### config.mk
export PLATFORM = sky130hd
export DESIGN_NAME = svrd_encoder
export DESIGN_NICKNAME = d
export VERILOG_FILES = /design/src/svrd_pkg.sv /design/src/svrd_encoder.sv
export SDC_FILE = /design/constraint.sdc
export NUM_CORES = 1
export LEC_CHECK = 0
export BUFFER_PORTS_ARGS = -buffer_cell sky130_fd_sc_hd__buf_2
export CORE_ASPECT_RATIO = 0.9
export CORE_MARGIN = 1
export CORE_UTILIZATION = 35
export CTS_CLUSTER_SIZE = 10
export DETAILED_ROUTE_END_ITERATION = 6
export GPL_TIMING_DRIVEN = 0
export HOLD_SLACK_MARGIN = 0.05
export SLEW_MARGIN = 20
export SYNTH_ARGS = -nofsm -noshare
export SYNTH_HDL_FRONTEND = slang
export SYNTH_SLANG_ARGS = --single-unit
### constraint.sdc
create_clock -name clk_i -period 7.6 [get_ports clk_i]
set_input_delay 0.76 -clock clk_i [delete_from_list [all_inputs] [get_ports clk_i]]
set_output_delay 0.76 -clock clk_i [all_outputs]
set_load 0.01 [all_outputs]
### src/svrd_pkg.sv
// Purpose: Constants for the serial voltage link rail-address and code encoder
// Assumes: One clock at 250 MHz, asynchronous active-high reset
// Notes:   Codes and addresses are the link's field values
`default_nettype none

package svrd_pkg;
  // ==========================================================================
  // Field widths
  localparam int ADDR_W = 4;
  localparam int CODE_W = 8;

  // ==========================================================================
  // Rail addresses and their reserved neighbours
  localparam logic [3:0] ADDR_CORE     = 4'h0;
  localparam logic [3:0] ADDR_MEM_A    = 4'h2;
  localparam logic [3:0] ADDR_MEM_B    = 4'h4;
  localparam logic [3:0] ADDR_NEIGHBOR = 4'h1;

  // ==========================================================================
  // Voltage code map
  localparam logic [7:0] CODE_OFF      = 8'h00;
  localparam logic [7:0] CODE_UNUSED_HI = 8'h32;
  localparam logic [7:0] CODE_BASE     = 8'h33;
  localparam logic [7:0] CODE_TOP      = 8'hFF;
  localparam logic [7:0] CODE_MEM_FIX  = 8'h47;
  localparam logic [7:0] REG_VOUT_MAX  = 8'h30;
  localparam logic [7:0] MAX_RESET     = 8'hFF;
  localparam logic [7:0] CMD_SET_FAST  = 8'h01;
  localparam logic [7:0] CMD_SET_REG   = 8'h22;

  // Millivolt figures of the map
  localparam int MV_BASE = 1000;
  localparam int MV_STEP = 10;

  // ==========================================================================
  // Rail selectors
  typedef enum logic [1:0] {
    SVRD_RAIL_CORE  = 2'b00,
    SVRD_RAIL_MEM_A = 2'b01,
    SVRD_RAIL_MEM_B = 2'b10
  } svrd_rail_t;
endpackage : svrd_pkg

`default_nettype wire

### src/svrd_encoder.sv
// Purpose: Processor-side encoder of rail address and voltage code packets
// Assumes: Requests synchronous to clk_i; the regulator decodes the fields
// Notes:   One packet per accepted request, held in flops until the next
`default_nettype none

module svrd_encoder
  import svrd_pkg::*;
(
  // Clock and reset
  input  wire logic                     clk_i,
  input  wire logic                     rst_i,
  // Request from power management
  input  wire logic                     req_valid_i,
  input  wire svrd_pkg::svrd_rail_t     req_rail_i,
  input  wire logic                     req_off_i,
  input  wire logic [15:0]              req_mv_i,
  input  wire logic                     max_valid_i,
  input  wire logic [svrd_pkg::CODE_W-1:0] max_code_i,
  output logic                          req_ready_o,
  output logic                          req_reject_o,
  // Packet towards the link
  output logic                          pkt_valid_o,
  output logic [svrd_pkg::ADDR_W-1:0]   pkt_addr_o,
  output logic [svrd_pkg::CODE_W-1:0]   pkt_cmd_o,
  output logic [svrd_pkg::CODE_W-1:0]   pkt_payload_o,
  output logic [svrd_pkg::CODE_W-1:0]   max_code_o
);
  import svrd_pkg::*;

  // ==========================================================================
  // Voltage to code conversion
  logic [15:0] mv_span;
  logic [7:0]  next_code;
  logic        code_bad;
  logic        above_max;

  always_comb
  begin
    mv_span   = req_mv_i - 16'(MV_BASE);
    code_bad  = 1'b0;
    next_code = CODE_OFF;
    if (req_off_i)
    begin
      next_code = CODE_OFF;
    end
    else if (req_rail_i != SVRD_RAIL_CORE)
    begin
      next_code = CODE_MEM_FIX;
    end
    else if (req_mv_i < 16'(MV_BASE)
             || (mv_span / 16'(MV_STEP)) > 16'(CODE_TOP - CODE_BASE))
    begin
      code_bad = 1'b1;
    end
    else
    begin
      // Rounds down so the rail never exceeds the request
      next_code = CODE_BASE + 8'(mv_span / 16'(MV_STEP));
    end
  end

  // Off never counts against the maximum
  assign above_max = (next_code > max_code_o) && !req_off_i;

  // ==========================================================================
  // Maximum code held for the regulator register
  always_ff @(posedge clk_i or posedge rst_i)
  begin
    if (rst_i)
      max_code_o <= MAX_RESET;
    else if (max_valid_i && !req_valid_i)
      max_code_o <= max_code_i;
  end

  assign req_ready_o = 1'b1;

  // ==========================================================================
  // Packet register
  logic [3:0] next_addr;

  always_comb
  begin
    unique case (req_rail_i)
      SVRD_RAIL_MEM_A: next_addr = ADDR_MEM_A;
      SVRD_RAIL_MEM_B: next_addr = ADDR_MEM_B;
      default:         next_addr = ADDR_CORE;
    endcase
  end

  always_ff @(posedge clk_i or posedge rst_i)
  begin
    if (rst_i)
    begin
      pkt_valid_o   <= 1'b0;
      req_reject_o  <= 1'b0;
      pkt_addr_o    <= ADDR_CORE;
      pkt_cmd_o     <= CMD_SET_FAST;
      pkt_payload_o <= CODE_OFF;
    end
    else
    begin
      pkt_valid_o  <= 1'b0;
      req_reject_o <= 1'b0;
      if (req_valid_i)
      begin
        if (code_bad || above_max)
          req_reject_o <= 1'b1;
        else
        begin
          pkt_valid_o   <= 1'b1;
          pkt_addr_o    <= next_addr;
          pkt_cmd_o     <= CMD_SET_FAST;
          pkt_payload_o <= next_code;
        end
      end
      else if (max_valid_i)
      begin
        // Maximum goes to ADDR_CORE only; the caller cannot send it to another rail
        pkt_valid_o   <= 1'b1;
        pkt_addr_o    <= ADDR_CORE;
        pkt_cmd_o     <= CMD_SET_REG;
        pkt_payload_o <= max_code_i;
      end
    end
  end

  // ==========================================================================
  // Checks
  property p_even_addr;
    @(posedge clk_i) disable iff (rst_i)
    pkt_valid_o |-> (pkt_addr_o[0] == 1'b0 && pkt_addr_o <= ADDR_MEM_B);
  endproperty
  a_even_addr: assert property (p_even_addr) else $error("odd or unknown rail address");

  property p_no_unused_code;
    @(posedge clk_i) disable iff (rst_i)
    (pkt_valid_o && pkt_cmd_o == CMD_SET_FAST)
      |-> (pkt_payload_o == CODE_OFF || pkt_payload_o >= CODE_BASE);
  endproperty
  a_no_unused_code: assert property (p_no_unused_code) else $error("unused code sent");

  property p_mem_fixed;
    @(posedge clk_i) disable iff (rst_i)
    (pkt_valid_o && pkt_cmd_o == CMD_SET_FAST && pkt_addr_o != ADDR_CORE
     && pkt_payload_o != CODE_OFF) |-> pkt_payload_o == CODE_MEM_FIX;
  endproperty
  a_mem_fixed: assert property (p_mem_fixed) else $error("memory rail code varied");

  property p_under_max;
    @(posedge clk_i) disable iff (rst_i)
    (pkt_valid_o && pkt_cmd_o == CMD_SET_FAST) |-> pkt_payload_o <= $past(max_code_o);
  endproperty
  a_under_max: assert property (p_under_max) else $error("code above maximum sent");

  property p_linear;
    @(posedge clk_i) disable iff (rst_i)
    (req_valid_i && !req_off_i && req_rail_i == SVRD_RAIL_CORE && !code_bad && !above_max)
      |=> pkt_valid_o && (16'(pkt_payload_o - CODE_BASE) * 16'(MV_STEP) + 16'(MV_BASE)
          <= $past(req_mv_i));
  endproperty
  a_linear: assert property (p_linear) else $error("code not on 10 mV map");

  property p_rail_addr;
    @(posedge clk_i) disable iff (rst_i)
    (req_valid_i && req_rail_i == SVRD_RAIL_MEM_A && !code_bad && !above_max)
      |=> pkt_addr_o == ADDR_MEM_A;
  endproperty
  a_rail_addr: assert property (p_rail_addr) else $error("wrong rail address");

  property p_one_packet;
    @(posedge clk_i) disable iff (rst_i)
    req_valid_i |=> (pkt_valid_o != req_reject_o);
  endproperty
  a_one_packet: assert property (p_one_packet) else $error("request lost or doubled");

  property p_payload_hold;
    @(posedge clk_i) disable iff (rst_i)
    (!req_valid_i && !max_valid_i) |=> $stable(pkt_payload_o) && $stable(pkt_addr_o);
  endproperty
  a_payload_hold: assert property (p_payload_hold) else $error("payload byte changed");

  property p_off_code;
    @(posedge clk_i) disable iff (rst_i)
    (req_valid_i && req_off_i) |=> pkt_valid_o && pkt_payload_o == CODE_OFF;
  endproperty
  a_off_code: assert property (p_off_code) else $error("off request not sent as off code");

  property p_reject_low;
    @(posedge clk_i) disable iff (rst_i)
    (req_valid_i && !req_off_i && req_rail_i == SVRD_RAIL_CORE && req_mv_i < 16'(MV_BASE))
      |=> req_reject_o && !pkt_valid_o;
  endproperty
  a_reject_low: assert property (p_reject_low) else $error("request below map sent");

  // Floor rounding: the next step up must already exceed the request
  property p_linear_ceiling;
    @(posedge clk_i) disable iff (rst_i)
    (req_valid_i && !req_off_i && req_rail_i == SVRD_RAIL_CORE && !code_bad && !above_max)
      |=> (16'(pkt_payload_o - CODE_BASE) * 16'(MV_STEP) + 16'(MV_BASE) + 16'(MV_STEP)
          > $past(req_mv_i));
  endproperty
  a_linear_ceiling: assert property (p_linear_ceiling) else $error("code too low");

  property p_max_load;
    @(posedge clk_i) disable iff (rst_i)
    (max_valid_i && !req_valid_i)
      |=> max_code_o == $past(max_code_i) && pkt_valid_o && pkt_cmd_o == CMD_SET_REG;
  endproperty
  a_max_load: assert property (p_max_load) else $error("maximum not loaded");

  property p_byte_cmd;
    @(posedge clk_i) disable iff (rst_i)
    pkt_valid_o |-> (pkt_cmd_o == CMD_SET_FAST || pkt_cmd_o == CMD_SET_REG);
  endproperty
  a_byte_cmd: assert property (p_byte_cmd) else $error("unknown command byte");

endmodule // svrd_encoder

`default_nettype wire

# ---- Word-level counts from Yosys, hierarchy flattened
# Cells that the tools add are included.
dict set report classes {
  n_addsub 2
  div 1
  magnitude_cmp 3
  n_eq_ne 3
  muxes 21
  reduce_logical 9
}
# operator count
set ops {}
lappend ops {{8-bit 2-to-1 mux} 9}
lappend ops {{16-bit by 4-bit divider with 16-bit output (second input constant)} 1}
lappend ops {{16-bit by 8-bit greater-than comparator with 1-bit output (second input constant)} 1}
lappend ops {{16-bit by 10-bit < comparator with 1-bit output (second input constant)} 1}
lappend ops {{16-bit by 10-bit subtractor with 16-bit output (second input constant)} 1}
lappend ops {{4-bit 2-to-1 mux} 3}
lappend ops {{6-bit by 8-bit adder with 8-bit output (first input constant)} 1}
lappend ops {{8-bit greater-than comparator} 1}
lappend ops {{1-bit 2-to-1 mux} 8}
lappend ops {{3-bit case mux with 2 select lines} 1}
lappend ops {{2-bit nonzero test} 2}
lappend ops {{2-bit by 1-bit == test with 1-bit output (second input constant)} 1}
lappend ops {{2-bit == test (second input constant)} 1}
lappend ops {{1-bit logical AND} 2}
lappend ops {{1-bit zero test} 2}
lappend ops {{1-bit logical OR} 2}
lappend ops {{2-bit inequality test (second input constant)} 1}
lappend ops {{2-bit AND reduction} 1}
dict set report totals {
  register_bits 30
  output_inout_bits 31
  wordCells 45
}

# ---- Longest topological paths before layout
dict set report depth {
  word_depth 12
  depth_mapped 44
  mapped_depth_nobuf 41
}

# ---- Worst setup path after synthesis
# No wires, ideal clock.
dict set report synth_timing {
  kind {input port to flip-flop}
  startpoint {input req_mv_i[3]}
  endpoint {register pkt_payload_o[6] in the netlist's numbering}
  setup_ps 124
  arrival_time_ps 8612
  required_time_ps 7476
  slack_ps -1135
  cell_stages 41
  path_cell_list {buf_6 inv_1 ha_1 and3b_1 a21boi_0 nor4b_1 mux2_1 a211oi_1 buf_4 nor4_1 a311oi_2 a32oi_1 or4_1 a311oi_2 nor3b_1 or4_4 and2_4 a32o_2 (+5 left out) ha_1 inv_1 a211oi_2 o21ai_1 nor4_1 and2_1 ha_1 a21o_1 a21o_1 a21oi_1 o21ai_0 o21a_1 o21ai_0 inv_1 and3_1 nor2_2 nor2b_1 a211o_1}
}
dict set report synth_between {
  elab_chain_len 12
  word_cells_on_any_way 19
}
# item line
set synth_rtl {}
lappend synth_rtl {{start, declared} svrd_encoder.sv:16} ;# input wire logic [15:0] req_mv_i,
lappend synth_rtl {{16-bit by 10-bit subtractor with 16-bit output} svrd_encoder.sv:39} ;# mv_span = req_mv_i - 16'(MV_BASE);
lappend synth_rtl {{16-bit by 4-bit divider with 16-bit output} {svrd_encoder.sv:51, svrd_encoder.sv:58}}
lappend synth_rtl {{16-bit by 8-bit greater-than comparator with 1-bit output} svrd_encoder.sv:51} ;# || (mv_span / 16'(MV_STEP)) > 16'(CODE_TOP - CODE_BASE))
lappend synth_rtl {{1-bit logical OR} svrd_encoder.sv:51}
lappend synth_rtl {{8-bit 2-to-1 mux} svrd_encoder.sv:50} ;# else if (req_mv_i < 16'(MV_BASE)
lappend synth_rtl {{8-bit 2-to-1 mux} svrd_encoder.sv:46} ;# else if (req_rail_i != SVRD_RAIL_CORE)
lappend synth_rtl {{8-bit 2-to-1 mux} svrd_encoder.sv:42} ;# if (req_off_i)
lappend synth_rtl {{8-bit greater-than comparator} svrd_encoder.sv:63} ;# assign above_max = (next_code > max_code_o) && !req_off_i;
lappend synth_rtl {{1-bit logical AND} svrd_encoder.sv:63}
lappend synth_rtl {{1-bit logical OR} svrd_encoder.sv:106} ;# if (code_bad || above_max)
lappend synth_rtl {{2-bit inequality test (no line)} -}
lappend synth_rtl {{2-bit AND reduction (no line)} -}
lappend synth_rtl {{end signal, assigned} svrd_encoder.sv:113} ;# pkt_payload_o <= next_code;
lappend synth_rtl {{end signal, assigned} svrd_encoder.sv:122} ;# pkt_payload_o <= max_code_i;
lappend synth_rtl {{end signal, assigned} svrd_encoder.sv:151} ;# (pkt_valid_o && pkt_cmd_o == CMD_SET_FAST) |-> pkt_payload_o <= $past(max_code_o);
lappend synth_rtl {{end, declared} svrd_encoder.sv:25} ;# output logic [svrd_pkg::CODE_W-1:0] pkt_payload_o,
# Parallel ways exist; a longest one is shown, timed or not. The select of a mux whose other input is x is not followed.
# A chain may end at the register's enable or synchronous reset.

# ---- Final worst setup path
dict set report layout_timing {
  startpoint {input req_mv_i[11]}
  endpoint {register pkt_payload_o[2] in the netlist's numbering}
}
# Same word-level chain as after synthesis.

==> flow_summary.ini <==
[synthesis]
syn_inst = 440
synth_top_flop_cell = dfrtp_1
synth_area_leaders = dfrtp_1, dfstp_2, nand2_1
yosys.area.top_type = dfrtp_1
syn-cell-area_mm2 = 0.00344
ys_async_sr_fraction = 1.00
synth_common_cells = nand2_1, nor2_1, o21ai_0
synth.avg_cell_area_um2 = 7.83
synth_top_area_frac = 0.0944
synth_most_common_cell = nand2_1
synth_edf_count = 0
ys_warn_count = 0
yosysUniqueCellTypes = 97
ys_ff_latch = 22
ys_seq_area_frac = 0.163

[setup_path]
cp.arrival_ns = 8.55
cpPeakStageDelay_ns = 0.60
crit_type = primary input to register
cp_slowest_cell = or4_4
critPathMaxFanout = 4
crit_path_end_kind = register
crit_required_ns = 7.77
rrSetupSlack_ns = 5.10
r2r_cells = 15
crit_path_start_kind = primary input

[drt]
wirelength_mm = 11.5
ant_nets = 0
via_count = 4021
viasPerCell = 5.80
drtPass1Iterations = 5
drc = 0
post_drt_wl_per_cell_um = 16.6
drtIter0Drc = 235

[clock_tree]
cts_hold_buf = 0
clk_latency_ns = 0.26
clock_sinks = 22
cts_tree = done
root_buffer = clkbuf_8
path_clk_slew_ns = 0.08
cts_made_buffers = 3
cts-htree-levels = 1
clockBufferDepth = 2

[floorplanning]
rows = 33
coreArea_mm2 = 0.00933
start_util = 0.369
die_h_um = 96.1
dieArea_mm2 = 0.0102
die_w_um = 107
io_pins = 62

[layout]
final_cells = 693
final_util = 0.564
area_growth_pct = 52.9
regArea_um2 = 562
fillers = 848
finalNetCount = 613
multi_input_area_mm2 = 0.00334
drive_gt1_frac = 0.504
diodes = 0

[sta]
drv_slew = 0
fmax_ghz = 0.119
worst_pin_slew_ns = 1.06
setup_violations = 14
min_period_ns = 8.39
hold_violations = 0
layout_setup_ws_ns = -0.787
post-route-period-util = 1.10
rsz0062_at_grt = true
tns_ns = -9.91
slew_headroom = 0.294
skew_ns = 0.00260

[job]
cap_violations = 0

[place]
numPortBuffers = 47
gp_congestion = 0.875
dp_hpwl_mm = 8.07
dp_cells = 615

[global_route]
grt_pass1_wl_mm = 18.0
grt_start_max_net_pins = 23
grt_usage = 0.216
overflow = 0
antenna_found_initial = 0
grt_pass1_vias = 3697

[power]
power.leakage_nw = 2.18
ir_drop_mv = 0.0793
p_total_mw = 1.07
p_per_area_mw_per_mm2 = 203

[hold_path]
whs_path_depth = 2
hp-class = register to register

[status]
status = finished, violations left
violations = negative setup slack
-- critical path: cells and delay by family --
kind / cells / cell delay [ns]
buffers and inverters: 5 / 0.62
AND/OR/NAND/NOR: 12 / 2.82
AO/OA/AOI/OAI: 22 / 3.93
adder cells (fa/ha/maj): 2 / 0.40
-- kinds of logic (layout without fill, tap and decap cells) --
group	Yosys count	in the layout	share of synthesized area
AND/OR/NAND/NOR	164	165	0.255
AO/OA/AOI/OAI	159	159	0.361
buffers and inverters	48	172	0.0810
XOR/XNOR	24	24	0.0665
flip-flops	22	22	0.163
multiplexers	11	11	0.0349
adder cells (fa/ha/maj)	10	10	0.0363
other	2	8	0.00218
-- through the flow --
| step | hold WS [ns] | worst slack, ns | cell area (um2) |
|---|---|---|---|
| after CTS | 0.481 | -0.773 | 4960 |
| after global routing | 0.500 | -1.15 | 5270 |
| final | 0.483 | -0.787 | 5270 |
| after global placement | 0.462 | -1.69 | 4150 |
| after detailed placement | 0.468 | -1.84 | 4150 |
| after floorplan | 0.473 | -0.379 | 3760 |
-- final timing paths --
kind | start | end
max | req_mv_i[11] | pkt_payload_o[2]
min | max_code_o[0] | max_code_o[0]
max reg2reg | max_code_o[1] | pkt_payload_o[2]
min reg2reg | max_code_o[0] | max_code_o[0]
max in group asynchronous | rst_i | pkt_payload_o[4]
min in group asynchronous | rst_i | pkt_valid_o
-- power breakdown --
| part | switching (mW) | internal, mW |
|---|---|---|
| registers | 0.00829 | 0.135 |
| logic | 0.436 | 0.407 |
| clock network | 0.0371 | 0.0461 |
-- flip-flops by register name (all words and copies together), names as in the netlist --
| register | count |
|---|---|
| pkt_cmd_o | 2 |
| req_reject_o | 1 |
| max_code_o | 8 |
| pkt_addr_o | 2 |
| pkt_payload_o | 8 |
| pkt_valid_o | 1 |
-- cell usage in the layout, fill, tap and decap left out, types with 9 or more instances in the layout --
cell,n
dfstp_2,9
inv_1,20
buf_4,84
dfrtp_1,13
buf_2,46
a21oi_1,15
nor2_1,33
xnor2_1,11
o21ai_1,13
nand2_1,40
buf_6,9
o21ai_0,13
-- routing by layer --
layer | global-route usage | vias up | part of all wire
met4 | 0.0297 | 0 | 0.0092
li1 | - | 1925 | -
met5 | 0 | - | 0
met3 | 0.0278 | 17 | 0.057
met1 | 0.292 | 1940 | 0.46
met2 | 0.375 | 139 | 0.47
-- area by class of cell --
class	instances	share of cell area
plain buffers	26	0.0418
clock buffers	4	0.0105
inverters	22	0.0171
multi-input cells	377	0.635
flip-flops and latches	22	0.107
well taps	122	0.0290
repair buffers	120	0.160
-- what timing repair did --
action / in CTS / in global routing
pin swaps: 36 / 30
gates resized for setup: 68 / 30
endpoints found under the setup margin: 14 / 14
setup buffers: 52 / 20
gates cloned: 2 / 0
(Power assumes the default switching activity.)
